$ cat src/two_wire_map.vh
// Purpose: constants for the two-wire master transmitter
// Assumes: registers reached by a 2-bit register index
// Notes: status codes are given with the three low bits at zero
`ifndef TWO_WIRE_MAP_VH
`define TWO_WIRE_MAP_VH

// Register indices
`define OFS_CONTROL 2'h0
`define OFS_STATUS 2'h1
`define OFS_DATA 2'h2
`define OFS_MODE 2'h3

// Control register bit positions
`define CTL_DONE 7
`define CTL_ACK_EN 6
`define CTL_START 5
`define CTL_STOP 4
`define CTL_WCOL 3
`define CTL_ENABLE 2
`define CTL_IRQ_EN 0

// Reset values
`define RST_STATUS 8'hf8
`define RST_DATA 8'hff
`define RST_ALLOW 4'hf

// Status codes
`define CODE_START 8'h08
`define CODE_REP_START 8'h10
`define CODE_AW_ACK 8'h18
`define CODE_AW_NACK 8'h20
`define CODE_DATA_ACK 8'h28
`define CODE_DATA_NACK 8'h30
`define CODE_ARB_LOST 8'h38
`define CODE_AR_ACK 8'h40
`define CODE_AR_NACK 8'h48
`define CODE_IDLE 8'hf8

// Mode encodings of the current-mode field
`define MODE_NONE 2'h0
`define MODE_XMIT 2'h1
`define MODE_RECV 2'h2

// Bus timing: one bit time, split into four quarter phases
`define CLK_PERIOD_NS 20
`define BIT_TIME_NS 10000
`define QUARTER_CYCLES ((`BIT_TIME_NS / 4 + `CLK_PERIOD_NS - 1) / `CLK_PERIOD_NS)

`endif

$ cat src/two_wire_master_transmitter.v
// Purpose: two-wire bus master transmitter with control, status, data and mode registers
// Assumes: open-drain lines, enable high pulls the line low; pins are asynchronous
// Notes: bit-rate generator, master receiver data phase and slave modes are not built
//
// Summary of operation
// - Four modes; software picks which are allowed
// - Transfer suspended while done flag set
// - Status code per event, prescaler bits zero
// - Start request launches START once bus free
// - After START set flag, status 0x08
// - Address direction bit selects transmit or receive
// - Address-write result 0x18, 0x20 or 0x38
// - Data write with flag low: discard, collision
// - Data byte result 0x28, 0x30 or 0x38
// - Plain flag clear sends the loaded byte
// - Clear with start only gives repeated START
// - Clear with stop sends STOP, clears stop
// - Start and stop: STOP then START
// - Repeated START reports 0x10, mode follows address
// - Arbitration loss: 0x38, release or restart
// - Read high, write low; ACK low
// - Eight data bits then one acknowledge bit
// - Writing one clears the done flag
//
// Decided for this implementation: the address map and strobed register access.
`include "two_wire_map.vh"

module two_wire_master_transmitter #(
  parameter [15:0] QUARTER = `QUARTER_CYCLES
) (
  input wire clock,
  input wire rst,
  input wire [1:0] addr,
  input wire [7:0] wdata,
  input wire wr_en,
  input wire rd_en,
  output reg [7:0] rdata,
  input wire scl_in,
  output reg scl_out,
  output reg scl_oe,
  input wire sda_in,
  output reg sda_out,
  output reg sda_oe
);

  localparam [2:0] S_IDLE = 3'h0;
  localparam [2:0] S_START = 3'h1;
  localparam [2:0] S_BYTE = 3'h2;
  localparam [2:0] S_STOP = 3'h3;
  localparam [2:0] S_HOLD = 3'h4;

  reg scl_meta_reg;
  reg scl_sync_reg;
  reg sda_meta_reg;
  reg sda_sync_reg;
  reg sda_prev_reg;
  reg busy_reg;

  reg flag_reg;
  reg ack_en_reg;
  reg start_req_reg;
  reg stop_req_reg;
  reg wcol_reg;
  reg enable_reg;
  reg irq_en_reg;
  reg [7:0] status_reg;
  reg [7:0] data_reg;
  reg [3:0] allow_reg;
  reg [1:0] mode_reg;

  reg [2:0] state_reg;
  reg [1:0] phase_reg;
  reg [15:0] cnt_reg;
  reg [3:0] bit_reg;
  reg [7:0] shift_reg;
  reg addr_phase_reg;
  reg rep_reg;

  wire tick;
  wire bus_free;
  wire ctl_wr;
  wire post_start;
  wire post_read;

  assign tick = (cnt_reg == 16'h0000);
  assign bus_free = !busy_reg && scl_sync_reg && sda_sync_reg;
  assign ctl_wr = wr_en && (addr == `OFS_CONTROL);
  assign post_start = (status_reg == `CODE_START) || (status_reg == `CODE_REP_START);
  assign post_read = (status_reg == `CODE_AR_ACK) || (status_reg == `CODE_AR_NACK);

  // Two-flop synchronisers on both bus lines; the meta flops feed nothing else
  always @(posedge clock) begin
    if (rst) begin
      scl_meta_reg <= 1'b1;
      scl_sync_reg <= 1'b1;
      sda_meta_reg <= 1'b1;
      sda_sync_reg <= 1'b1;
      sda_prev_reg <= 1'b1;
    end else begin
      scl_meta_reg <= scl_in;
      scl_sync_reg <= scl_meta_reg;
      sda_meta_reg <= sda_in;
      sda_sync_reg <= sda_meta_reg;
      sda_prev_reg <= sda_sync_reg;
    end
  end

  // Bus monitor: START seen makes the bus busy, STOP frees it
  // Catches other masters too, so a pending start waits for their STOP
  always @(posedge clock) begin
    if (rst) begin
      busy_reg <= 1'b0;
    end else if (scl_sync_reg && sda_prev_reg && !sda_sync_reg) begin
      busy_reg <= 1'b1;
    end else if (scl_sync_reg && !sda_prev_reg && sda_sync_reg) begin
      busy_reg <= 1'b0;
    end
  end

  // Read port: data valid in the cycle after the strobe only
  always @(posedge clock) begin
    if (rst) begin
      rdata <= 8'h00;
    end else if (rd_en) begin
      case (addr)
        `OFS_CONTROL: rdata <= {flag_reg, ack_en_reg, start_req_reg, stop_req_reg,
                                wcol_reg, enable_reg, 1'b0, irq_en_reg};
        `OFS_STATUS: rdata <= {status_reg[7:3], 3'b000};
        `OFS_DATA: rdata <= data_reg;
        `OFS_MODE: rdata <= {mode_reg, 2'b00, allow_reg};
        default: rdata <= 8'h00;
      endcase
    end else begin
      rdata <= 8'h00;
    end
  end

  // Register writes and the bus engine share one process so that
  // hardware updates placed later override a same-cycle software write
  always @(posedge clock) begin
    if (rst) begin
      flag_reg <= 1'b0;
      ack_en_reg <= 1'b0;
      start_req_reg <= 1'b0;
      stop_req_reg <= 1'b0;
      wcol_reg <= 1'b0;
      enable_reg <= 1'b0;
      irq_en_reg <= 1'b0;
      status_reg <= `RST_STATUS;
      data_reg <= `RST_DATA;
      allow_reg <= `RST_ALLOW;
      mode_reg <= `MODE_NONE;
      state_reg <= S_IDLE;
      phase_reg <= 2'h0;
      cnt_reg <= 16'h0000;
      bit_reg <= 4'h0;
      shift_reg <= 8'h00;
      addr_phase_reg <= 1'b0;
      rep_reg <= 1'b0;
      scl_out <= 1'b0;
      scl_oe <= 1'b0;
      sda_out <= 1'b0;
      sda_oe <= 1'b0;
    end else begin
      // Lines are open drain: output level fixed low, enable pulls
      scl_out <= 1'b0;
      sda_out <= 1'b0;

      // Control register write
      if (ctl_wr) begin
        if (wdata[`CTL_DONE]) begin
          flag_reg <= 1'b0;
        end
        ack_en_reg <= wdata[`CTL_ACK_EN];
        start_req_reg <= wdata[`CTL_START];
        stop_req_reg <= wdata[`CTL_STOP];
        enable_reg <= wdata[`CTL_ENABLE];
        irq_en_reg <= wdata[`CTL_IRQ_EN];
      end

      if (wr_en && (addr == `OFS_DATA)) begin
        if (flag_reg) begin
          data_reg <= wdata;
          wcol_reg <= 1'b0;
        end else begin
          wcol_reg <= 1'b1;
        end
      end

      if (wr_en && (addr == `OFS_MODE)) begin
        allow_reg <= wdata[3:0];
      end

      // Quarter-bit timer, reloaded on each tick
      if (tick) begin
        cnt_reg <= QUARTER - 16'h0001;
      end else begin
        cnt_reg <= cnt_reg - 16'h0001;
      end

      if (!enable_reg) begin
        state_reg <= S_IDLE;
        scl_oe <= 1'b0;
        sda_oe <= 1'b0;
        mode_reg <= `MODE_NONE;
        rep_reg <= 1'b0;
      end else begin
        case (state_reg)
          S_IDLE: begin
            scl_oe <= 1'b0;
            sda_oe <= 1'b0;
            if (start_req_reg && !flag_reg && bus_free && (allow_reg[0] || allow_reg[1])) begin
              state_reg <= S_START;
              phase_reg <= 2'h0;
              cnt_reg <= QUARTER - 16'h0001;
            end
          end

          // START or repeated START: release both lines, then SDA low under SCL high
          S_START: begin
            if (tick) begin
              case (phase_reg)
                2'h0: begin
                  sda_oe <= 1'b0;
                  phase_reg <= 2'h1;
                end
                2'h1: begin
                  scl_oe <= 1'b0;
                  phase_reg <= 2'h2;
                end
                2'h2: begin
                  // Waits out a slave that stretches the clock
                  if (scl_sync_reg) begin
                    sda_oe <= 1'b1;
                    phase_reg <= 2'h3;
                  end
                end
                default: begin
                  scl_oe <= 1'b1;
                  flag_reg <= 1'b1;
                  status_reg <= rep_reg ? `CODE_REP_START : `CODE_START;
                  rep_reg <= 1'b1;
                  state_reg <= S_HOLD;
                end
              endcase
            end
          end

          // One bit per four quarters; bit index 8 is the acknowledge slot
          S_BYTE: begin
            if (tick) begin
              case (phase_reg)
                2'h0: begin
                  sda_oe <= (bit_reg == 4'h8) ? 1'b0 : !shift_reg[7];
                  phase_reg <= 2'h1;
                end
                2'h1: begin
                  scl_oe <= 1'b0;
                  phase_reg <= 2'h2;
                end
                2'h2: begin
                  if (scl_sync_reg) begin
                    if ((bit_reg != 4'h8) && shift_reg[7] && !sda_sync_reg) begin
                      scl_oe <= 1'b0;
                      sda_oe <= 1'b0;
                      status_reg <= `CODE_ARB_LOST;
                      flag_reg <= 1'b1;
                      mode_reg <= `MODE_NONE;
                      rep_reg <= 1'b0;
                      state_reg <= S_HOLD;
                    end else begin
                      phase_reg <= 2'h3;
                    end
                  end
                end
                default: begin
                  scl_oe <= 1'b1;
                  phase_reg <= 2'h0;
                  if (bit_reg == 4'h8) begin
                    flag_reg <= 1'b1;
                    state_reg <= S_HOLD;
                    if (!addr_phase_reg) begin
                      status_reg <= sda_sync_reg ? `CODE_DATA_NACK : `CODE_DATA_ACK;
                    end else if (shift_reg[7]) begin
                      status_reg <= sda_sync_reg ? `CODE_AR_NACK : `CODE_AR_ACK;
                      mode_reg <= `MODE_RECV;
                    end else begin
                      status_reg <= sda_sync_reg ? `CODE_AW_NACK : `CODE_AW_ACK;
                      mode_reg <= `MODE_XMIT;
                    end
                  end else begin
                    // Direction bit ends up in bit 7 at the ack slot
                    shift_reg <= {shift_reg[6:0], shift_reg[0]};
                    bit_reg <= bit_reg + 4'h1;
                  end
                end
              endcase
            end
          end

          // STOP: SDA low under SCL low, release SCL, then SDA
          S_STOP: begin
            if (tick) begin
              case (phase_reg)
                2'h0: begin
                  sda_oe <= 1'b1;
                  phase_reg <= 2'h1;
                end
                2'h1: begin
                  scl_oe <= 1'b0;
                  phase_reg <= 2'h2;
                end
                2'h2: begin
                  if (scl_sync_reg) begin
                    sda_oe <= 1'b0;
                    phase_reg <= 2'h3;
                  end
                end
                default: begin
                  stop_req_reg <= 1'b0;
                  rep_reg <= 1'b0;
                  mode_reg <= `MODE_NONE;
                  state_reg <= S_IDLE;
                end
              endcase
            end
          end

          S_HOLD: begin
            if (!flag_reg) begin
              phase_reg <= 2'h0;
              cnt_reg <= QUARTER - 16'h0001;
              if (status_reg == `CODE_ARB_LOST) begin
                state_reg <= S_IDLE;
              end else if (stop_req_reg) begin
                state_reg <= S_STOP;
              end else if (start_req_reg && !post_start) begin
                state_reg <= S_START;
              end else if (post_read) begin
                // No receive path: a plain clear ends the transfer
                state_reg <= S_STOP;
              end else begin
                shift_reg <= data_reg;
                bit_reg <= 4'h0;
                addr_phase_reg <= post_start;
                state_reg <= S_BYTE;
              end
            end
          end

          default: begin
            state_reg <= S_IDLE;
          end
        endcase
      end
    end
  end

endmodule // two_wire_master_transmitter

$ cat config.mk
export PLATFORM = sky130hd
export DESIGN_NAME = two_wire_master_transmitter
export DESIGN_NICKNAME = d
export VERILOG_FILES = /design/src/two_wire_master_transmitter.v
export VERILOG_INCLUDE_DIRS = /design/src
export SDC_FILE = /design/constraint.sdc
export NUM_CORES = 1
export LEC_CHECK = 0
export CORE_MARGIN = 2
export CORE_UTILIZATION = 63
export CTS_BUF_LIST = sky130_fd_sc_hd__clkbuf_16
export DETAILED_ROUTE_END_ITERATION = 8
export DONT_BUFFER_PORTS = 1
export GPL_TIMING_DRIVEN = 0
export PLACE_DENSITY = 0.83
export SLEW_MARGIN = 0
export SYNTH_ARGS = -nofsm -noshare
export SYNTH_HDL_FRONTEND = slang
export SYNTH_SLANG_ARGS = --single-unit
$ cat constraint.sdc
create_clock -name clock -period 2.5 [get_ports clock]
set_input_delay 0.5 -clock clock [delete_from_list [all_inputs] [get_ports clock]]
set_output_delay 0.5 -clock clock [all_outputs]
set_load 0.05 [all_outputs]
==> results of run 1 <==
[per-layer routing]
| metal | track usage | vias to the layer above | share of wire |
|---|---|---|---|
| met3 | 0.0606 | 28 | 0.095 |
| li1 | - | 1657 | - |
| met5 | 0 | - | 0 |
| met1 | 0.396 | 1648 | 0.41 |
| met4 | 0.106 | 0 | 0.024 |
| met2 | 0.463 | 225 | 0.47 |
[stage by stage]
stage,utilization,cells,area (um2),power [mW]
final,0.722,547,4300,3.56
after global routing,0.722,547,4300,3.74
after CTS,0.722,547,4300,3.57
after detailed placement,0.673,531,4010,2.29
after global placement,0.673,531,4010,2.26
after floorplan,-,456,3920,2.14
[cells in the mapped netlist, drive strengths merged, types with 8 or more instances]
cell	n	area, um2
dfxtp	77	1540
nor2	50	188
nand2	47	176
a21oi	31	155
mux2i	23	230
clkbuf	20	75.1
nand3	18	90.1
nor3	16	80.1
inv	13	48.8
o21ai	13	65.1
buf	10	56.3
ha	9	113
a311oi	8	70.1
nor3b	8	70.1
xor2	8	70.1
[worst max path at each step]
stage / startpoint / endpoint / cells after the start
after floorplan: phase_reg[0] / phase_reg[0] / 8
after global placement: phase_reg[0] / phase_reg[0] / 8
after detailed placement: phase_reg[0] / phase_reg[0] / 8
after CTS: phase_reg[0] / phase_reg[0] / 8
after global routing: phase_reg[0] / scl_oe / 9
final: scl_sync_reg / phase_reg[0] / 6
[power groups by stage]
stage / Combinational (mW) / Sequential [mW] / Clock, mW
2_1_floorplan: 0.635 / 1.50 / 0
3_3_place_gp: 0.744 / 1.52 / 0
3_5_place_dp: 0.761 / 1.53 / 0
4_1_cts: 0.773 / 1.50 / 1.29
5_1_grt: 0.863 / 1.52 / 1.35
6_report: 0.770 / 1.50 / 1.28
[critical path, stage by stage, from the launching register on]
cell and delay (ns):
dfxtp_1 0.52, and4b_1 0.30, o21ai_0 0.17, o211ai_1 0.24, or3b_2 0.49, a21oi_1 0.20
mux2_2 0.35
[logic make-up (layout without fill, tap and decap cells)]
| group | Yosys count | in the layout |
|---|---|---|
| xor+xnor | 15 | 15 |
| compound gates | 95 | 95 |
| simple gates | 186 | 186 |
| flops | 77 | 77 |
| mux | 29 | 29 |
| buf+inv | 43 | 59 |
| fa+ha+maj | 9 | 9 |
| other cells | 1 | 2 |
[final cells by class]
cell class / count / area (um2) / area share
inverter: 13 / 48.8 / 0.0113
tap: 75 / 93.8 / 0.0218
sequential: 77 / 1540 / 0.358
clock buffer: 9 / 225 / 0.0524
buffer: 30 / 131 / 0.0305
multi-input combinational: 336 / 2190 / 0.510
clock inverter: 7 / 66.3 / 0.0154
==> results.sh, run 1 <==
export IMPL_clock_sinks=77
export IMPL_netlist_area_um2=3910
export IMPL_min_period_ns=2.38
export IMPL_yosys_area_share_adder=0.0288
export IMPL_wl_per_cell_um=18.1
export IMPL_io_buffers=0
export IMPL_path_clk_slew_ns=0.06
export IMPL_slew_violations=0
export IMPL_insertion_delay_ns=0.33
export IMPL_ys_flop_type="dfxtp_1"
export IMPL_pre_cts_slack_ns=0.173
export IMPL_cts_tree="yes"
export IMPL_synth_area_per_cell_um2=8.60
export IMPL_ys_warn_count=0
export IMPL_whs_path_depth=1
export IMPL_path_max_fanout=9
export IMPL_critical_path_startpoint_type="flop"
export IMPL_die_w_um=82.8
export IMPL_layout_commonest_cell="dfxtp_1"
export IMPL_min_period_over_period=0.953
export IMPL_reg2reg_to="phase_reg[0]"
export IMPL_grt_total_usage=0.292
export IMPL_hold_class="input port to flop"
export IMPL_largest_reg_flops=16
export IMPL_max_cap_violations=0
export IMPL_worstMarginPinSlew_ns=0.716
export IMPL_cts_root_buf="clkbuf_16"
export IMPL_syn2layout_area_growth_pct=9.95
export IMPL_cp_arrival_ns=2.60
export IMPL_skew_ns=0.00812
export IMPL_synth_cells=455
export IMPL_synthArstFlopShare=0
export IMPL_via_count=3558
export IMPL_synthSimpleGateAreaFrac=0.243
export IMPL_setup_worst_path_end_class="flop"
export IMPL_setup_ws_ns=0.118
export IMPL_ys_ff_latch=77
export IMPL_grt_pass1_wl_mm=16.3
export IMPL_cts_hold_buf=0
export IMPL_combPwrFrac=0.217
export IMPL_reg2reg_depth=6
export IMPL_worst_ep_required_time_ns=2.72
export IMPL_synth_edf_count=0
export IMPL_r2r_slack_ns=0.12
export IMPL_synthXorXnorAreaFrac=0.0336
export IMPL_overflow=0
export IMPL_swShare=0.306
export IMPL_cts_setup_buffers=0
export IMPL_antenna_found_initial=0
export IMPL_drtIter0Drc=606
export IMPL_relSlewSlack=0.521
export IMPL_path_class="flop to flop"
export IMPL_core_um2=5960
export IMPL_seq_power_share=0.423
export IMPL_floorplan_io_pins=28
export IMPL_gp_congestion=0.941
export IMPL_die_y_um=82.8
export IMPL_reg2reg_from="scl_sync_reg"
export IMPL_p_switching_mw=1.09
export IMPL_cts_resized=0
export IMPL_setup_viol=0
export IMPL_power_share_clock=0.361
export IMPL_htreeDepth=3
export IMPL_rows=28
export IMPL_clockBufferDepth=2
export IMPL_seq_area_frac_synth=0.394
export IMPL_layout_common_cells="dfxtp_1 (77), nor2_1 (50), nand2_1 (47)"
export IMPL_die_area_um2=6860
export IMPL_nFillCells=475
export IMPL_antennaDiodeCount=0
export IMPL_viasPerCell=6.50
export IMPL_p_leak_nw=1.73
export IMPL_hpwlAfterDp_mm=6.76
export IMPL_fin_nets=492
export IMPL_power_density_nw_per_um2=827
export IMPL_outcome="completed"
export IMPL_hp_start="scl_in"
export IMPL_routed_wl_mm=9.93
export IMPL_firstDrtPassIters=6
export IMPL_peakVddDrop_v=0.000679
export IMPL_antenna_left=0
export IMPL_synth_top_family_by_area="simple AND/OR/NAND/NOR gates"
export IMPL_initial_core_util=0.657
export IMPL_drc=0
export IMPL_hold_worst_slack_ns=0.268
export IMPL_power_internal_mw=2.47
export IMPL_synth_compound_area_share=0.169
export IMPL_grt_max_degree=14
export IMPL_grt_pass1_vias=3371
export IMPL_finalHoldViolations=0
export IMPL_rsz0062_at_grt="no"
export IMPL_cts_made_buffers=9
export IMPL_layout_drive_gt1_share=0.0996
export IMPL_clock_fmax_ghz=0.420
export IMPL_tns_ns=0
export IMPL_min_delay_worst_endpoint="scl_meta_reg"
export IMPL_synthMuxAreaShare=0.0847
export IMPL_synth_cell_types=64
(Power assumes the default switching activity.)
==> run 2, diff against run 1 <==
SETUP_SLACK_MARGIN = 0.2   (was not set)
==> run 2 against run 1 <==
Cell count increased by 0.73%; setup slack better by 0.17 ns; fmax increased by 7.6%; largest cell class unchanged; via count rose by 1.5%.
==> results.sh, run 2 (synthesis results as in run 1) <==
export IMPL_grt_max_degree=14
export IMPL_worst_ep_required_time_ns=2.76
export IMPL_reg2reg_from="bit_reg[0]"
export IMPL_fin_nets=496
export IMPL_setup_viol=0
export IMPL_crit_chain="inv_1 > ha_1 > and3b_4 > or3_4 > o31ai_4 > nand4_2 > or4_4 > a21oi_2"
export IMPL_cts_tree="yes"
export IMPL_path_depth=8
export IMPL_critical_path_startpoint_type="flop"
export IMPL_core_um2=5960
export IMPL_critical_path_buf_inv_count=1
export IMPL_worstMarginPinSlew_ns=0.691
export IMPL_path_clk_slew_ns=0.06
export IMPL_io_buffers=0
export IMPL_pre_cts_slack_ns=0.173
export IMPL_insertion_delay_ns=0.33
export IMPL_antenna_left=0
export IMPL_wl_per_cell_um=18.5
export IMPL_min_period_ns=2.21
export IMPL_tns_ns=0
export IMPL_grt_pass1_wl_mm=16.3
export IMPL_rows=28
export IMPL_gp_congestion=0.941
export IMPL_setup_worst_path_end_class="flop"
export IMPL_peakVddDrop_v=0.000701
export IMPL_htreeDepth=3
export IMPL_min_period_over_period=0.886
export IMPL_finalHoldViolations=0
export IMPL_hold_worst_slack_ns=0.269
export IMPL_outcome="completed"
export IMPL_antenna_found_initial=0
export IMPL_use_met2=0.463
export IMPL_nFillCells=457
export IMPL_path_class="flop to flop"
export IMPL_clockBufferDepth=2
export IMPL_layout_drive_gt1_share=0.149
export IMPL_cts_made_buffers=9
export IMPL_firstDrtPassIters=7
export IMPL_whs_path_depth=1
export IMPL_cp_top_family="simple AND/OR/NAND/NOR gates"
export IMPL_slew_violations=0
export IMPL_layout_common_cells="dfxtp_1 (73), nor2_1 (49), nand2_1 (47)"
export IMPL_drtIter0Drc=630
export IMPL_largest_reg_flops=16
export IMPL_setup_ws_ns=0.286
export IMPL_min_delay_worst_endpoint="scl_meta_reg"
export IMPL_die_w_um=82.8
export IMPL_routed_wl_mm=10.2
export IMPL_hold_class="input port to flop"
export IMPL_grt_pass1_vias=3372
export IMPL_initial_core_util=0.657
export IMPL_floorplan_io_pins=28
export IMPL_die_y_um=82.8
export IMPL_overflow=0
export IMPL_r2r_slack_ns=0.29
export IMPL_skew_ns=0.00706
export IMPL_syn2layout_area_growth_pct=13.4
export IMPL_cts_hold_buf=0
export IMPL_grt_total_usage=0.293
export IMPL_die_area_um2=6860
export IMPL_reg2reg_depth=8
export IMPL_crit_path_max_incr_delay_ns=0.45
export IMPL_layout_commonest_cell="dfxtp_1"
export IMPL_critical_path_slowest_cell="or4_4"
export IMPL_max_cap_violations=0
export IMPL_p_leak_nw=1.78
export IMPL_cts_root_buf="clkbuf_16"
export IMPL_antennaDiodeCount=0
export IMPL_clock_fmax_ghz=0.452
export IMPL_relSlewSlack=0.537
export IMPL_power_density_nw_per_um2=816
export IMPL_rsz0062_at_grt="yes"
export IMPL_path_max_fanout=6
export IMPL_hpwlAfterDp_mm=6.76
export IMPL_grt_use_met3=0.0606
export IMPL_reg2reg_to="mode_reg[0]"
export IMPL_hp_start="scl_in"
export IMPL_use_met1=0.398
export IMPL_drc=0
export IMPL_via_count=3612
export IMPL_cp_arrival_ns=2.48
export IMPL_grt_busiest_layer="met2"
export IMPL_viasPerCell=6.56
export IMPL_clock_sinks=77
## run 2: cell types whose count changed in the layout (fill, tap and decap cells not counted), sizes merged
| cell | delta |
|---|---|
| buf | +3 |
| clkbuf | +1 |
## run 2: routing by layer
layer / wire length [um] / vias up
met5: 0 / -
met4: 281 / 0
met3: 884 / 34
met2: 4750 / 212
met1: 4250 / 1705
li1: - / 1661
## run 2: worst reg2reg max path, stage by stage (launching register included)
cell and delay [ns]:
dfxtp_2 0.33, inv_1 0.05, ha_1 0.19, and3b_4 0.21, or3_4 0.35, o31ai_4 0.27, nand4_2 0.17, or4_4 0.45
a21oi_2 0.12
## run 2: worst max path at each step
stage | from | slack, ns | to
2_1_floorplan | phase_reg[0] | 0.37 | phase_reg[0]
3_3_place_gp | phase_reg[0] | 0.21 | phase_reg[0]
3_5_place_dp | phase_reg[0] | 0.17 | phase_reg[0]
4_1_cts | bit_reg[0] | 0.19 | mode_reg[0]
5_1_grt | state_reg[0] | 0.18 | cnt_reg[12]
6_report | bit_reg[0] | 0.29 | mode_reg[0]
## run 2: cell type report
class | count | area [um2] | area share
Inverter | 13 | 48.8 | 0.0110
Multi-Input combinational cell | 336 | 2290 | 0.515
Clock buffer | 9 | 225 | 0.0508
Sequential cell | 77 | 1550 | 0.349
Tap cell | 75 | 93.8 | 0.0212
Buffer | 30 | 140 | 0.0316
Timing Repair Buffer | 4 | 30.0 | 0.00677
Clock inverter | 7 | 66.3 | 0.0149
## run 2: what timing repair did
item / in CTS / in global routing
pin swaps: 1 / 4
setup buffers: 0 / 4
resized for setup: 4 / 29
endpoints found under the setup margin: 3 / 24
## run 2: metrics by stage
step,cell area [um2],power (mW),std cells,utilization
6_report,4440,3.62,551,0.745
5_1_grt,4440,3.80,551,0.745
4_1_cts,4310,3.57,547,0.723
3_5_place_dp,4010,2.29,531,0.673
3_3_place_gp,4010,2.26,531,0.673
2_1_floorplan,3920,2.14,456,-
## run 2: report_power, final
group          internal, mW  switching [mW]  total (mW)  leakage (nW)
registers              1.35           0.164        1.52         0.628
clock network         0.767           0.515        1.28         0.141
logic                 0.388           0.435       0.822          1.01
total                  2.51            1.11        3.62          1.78
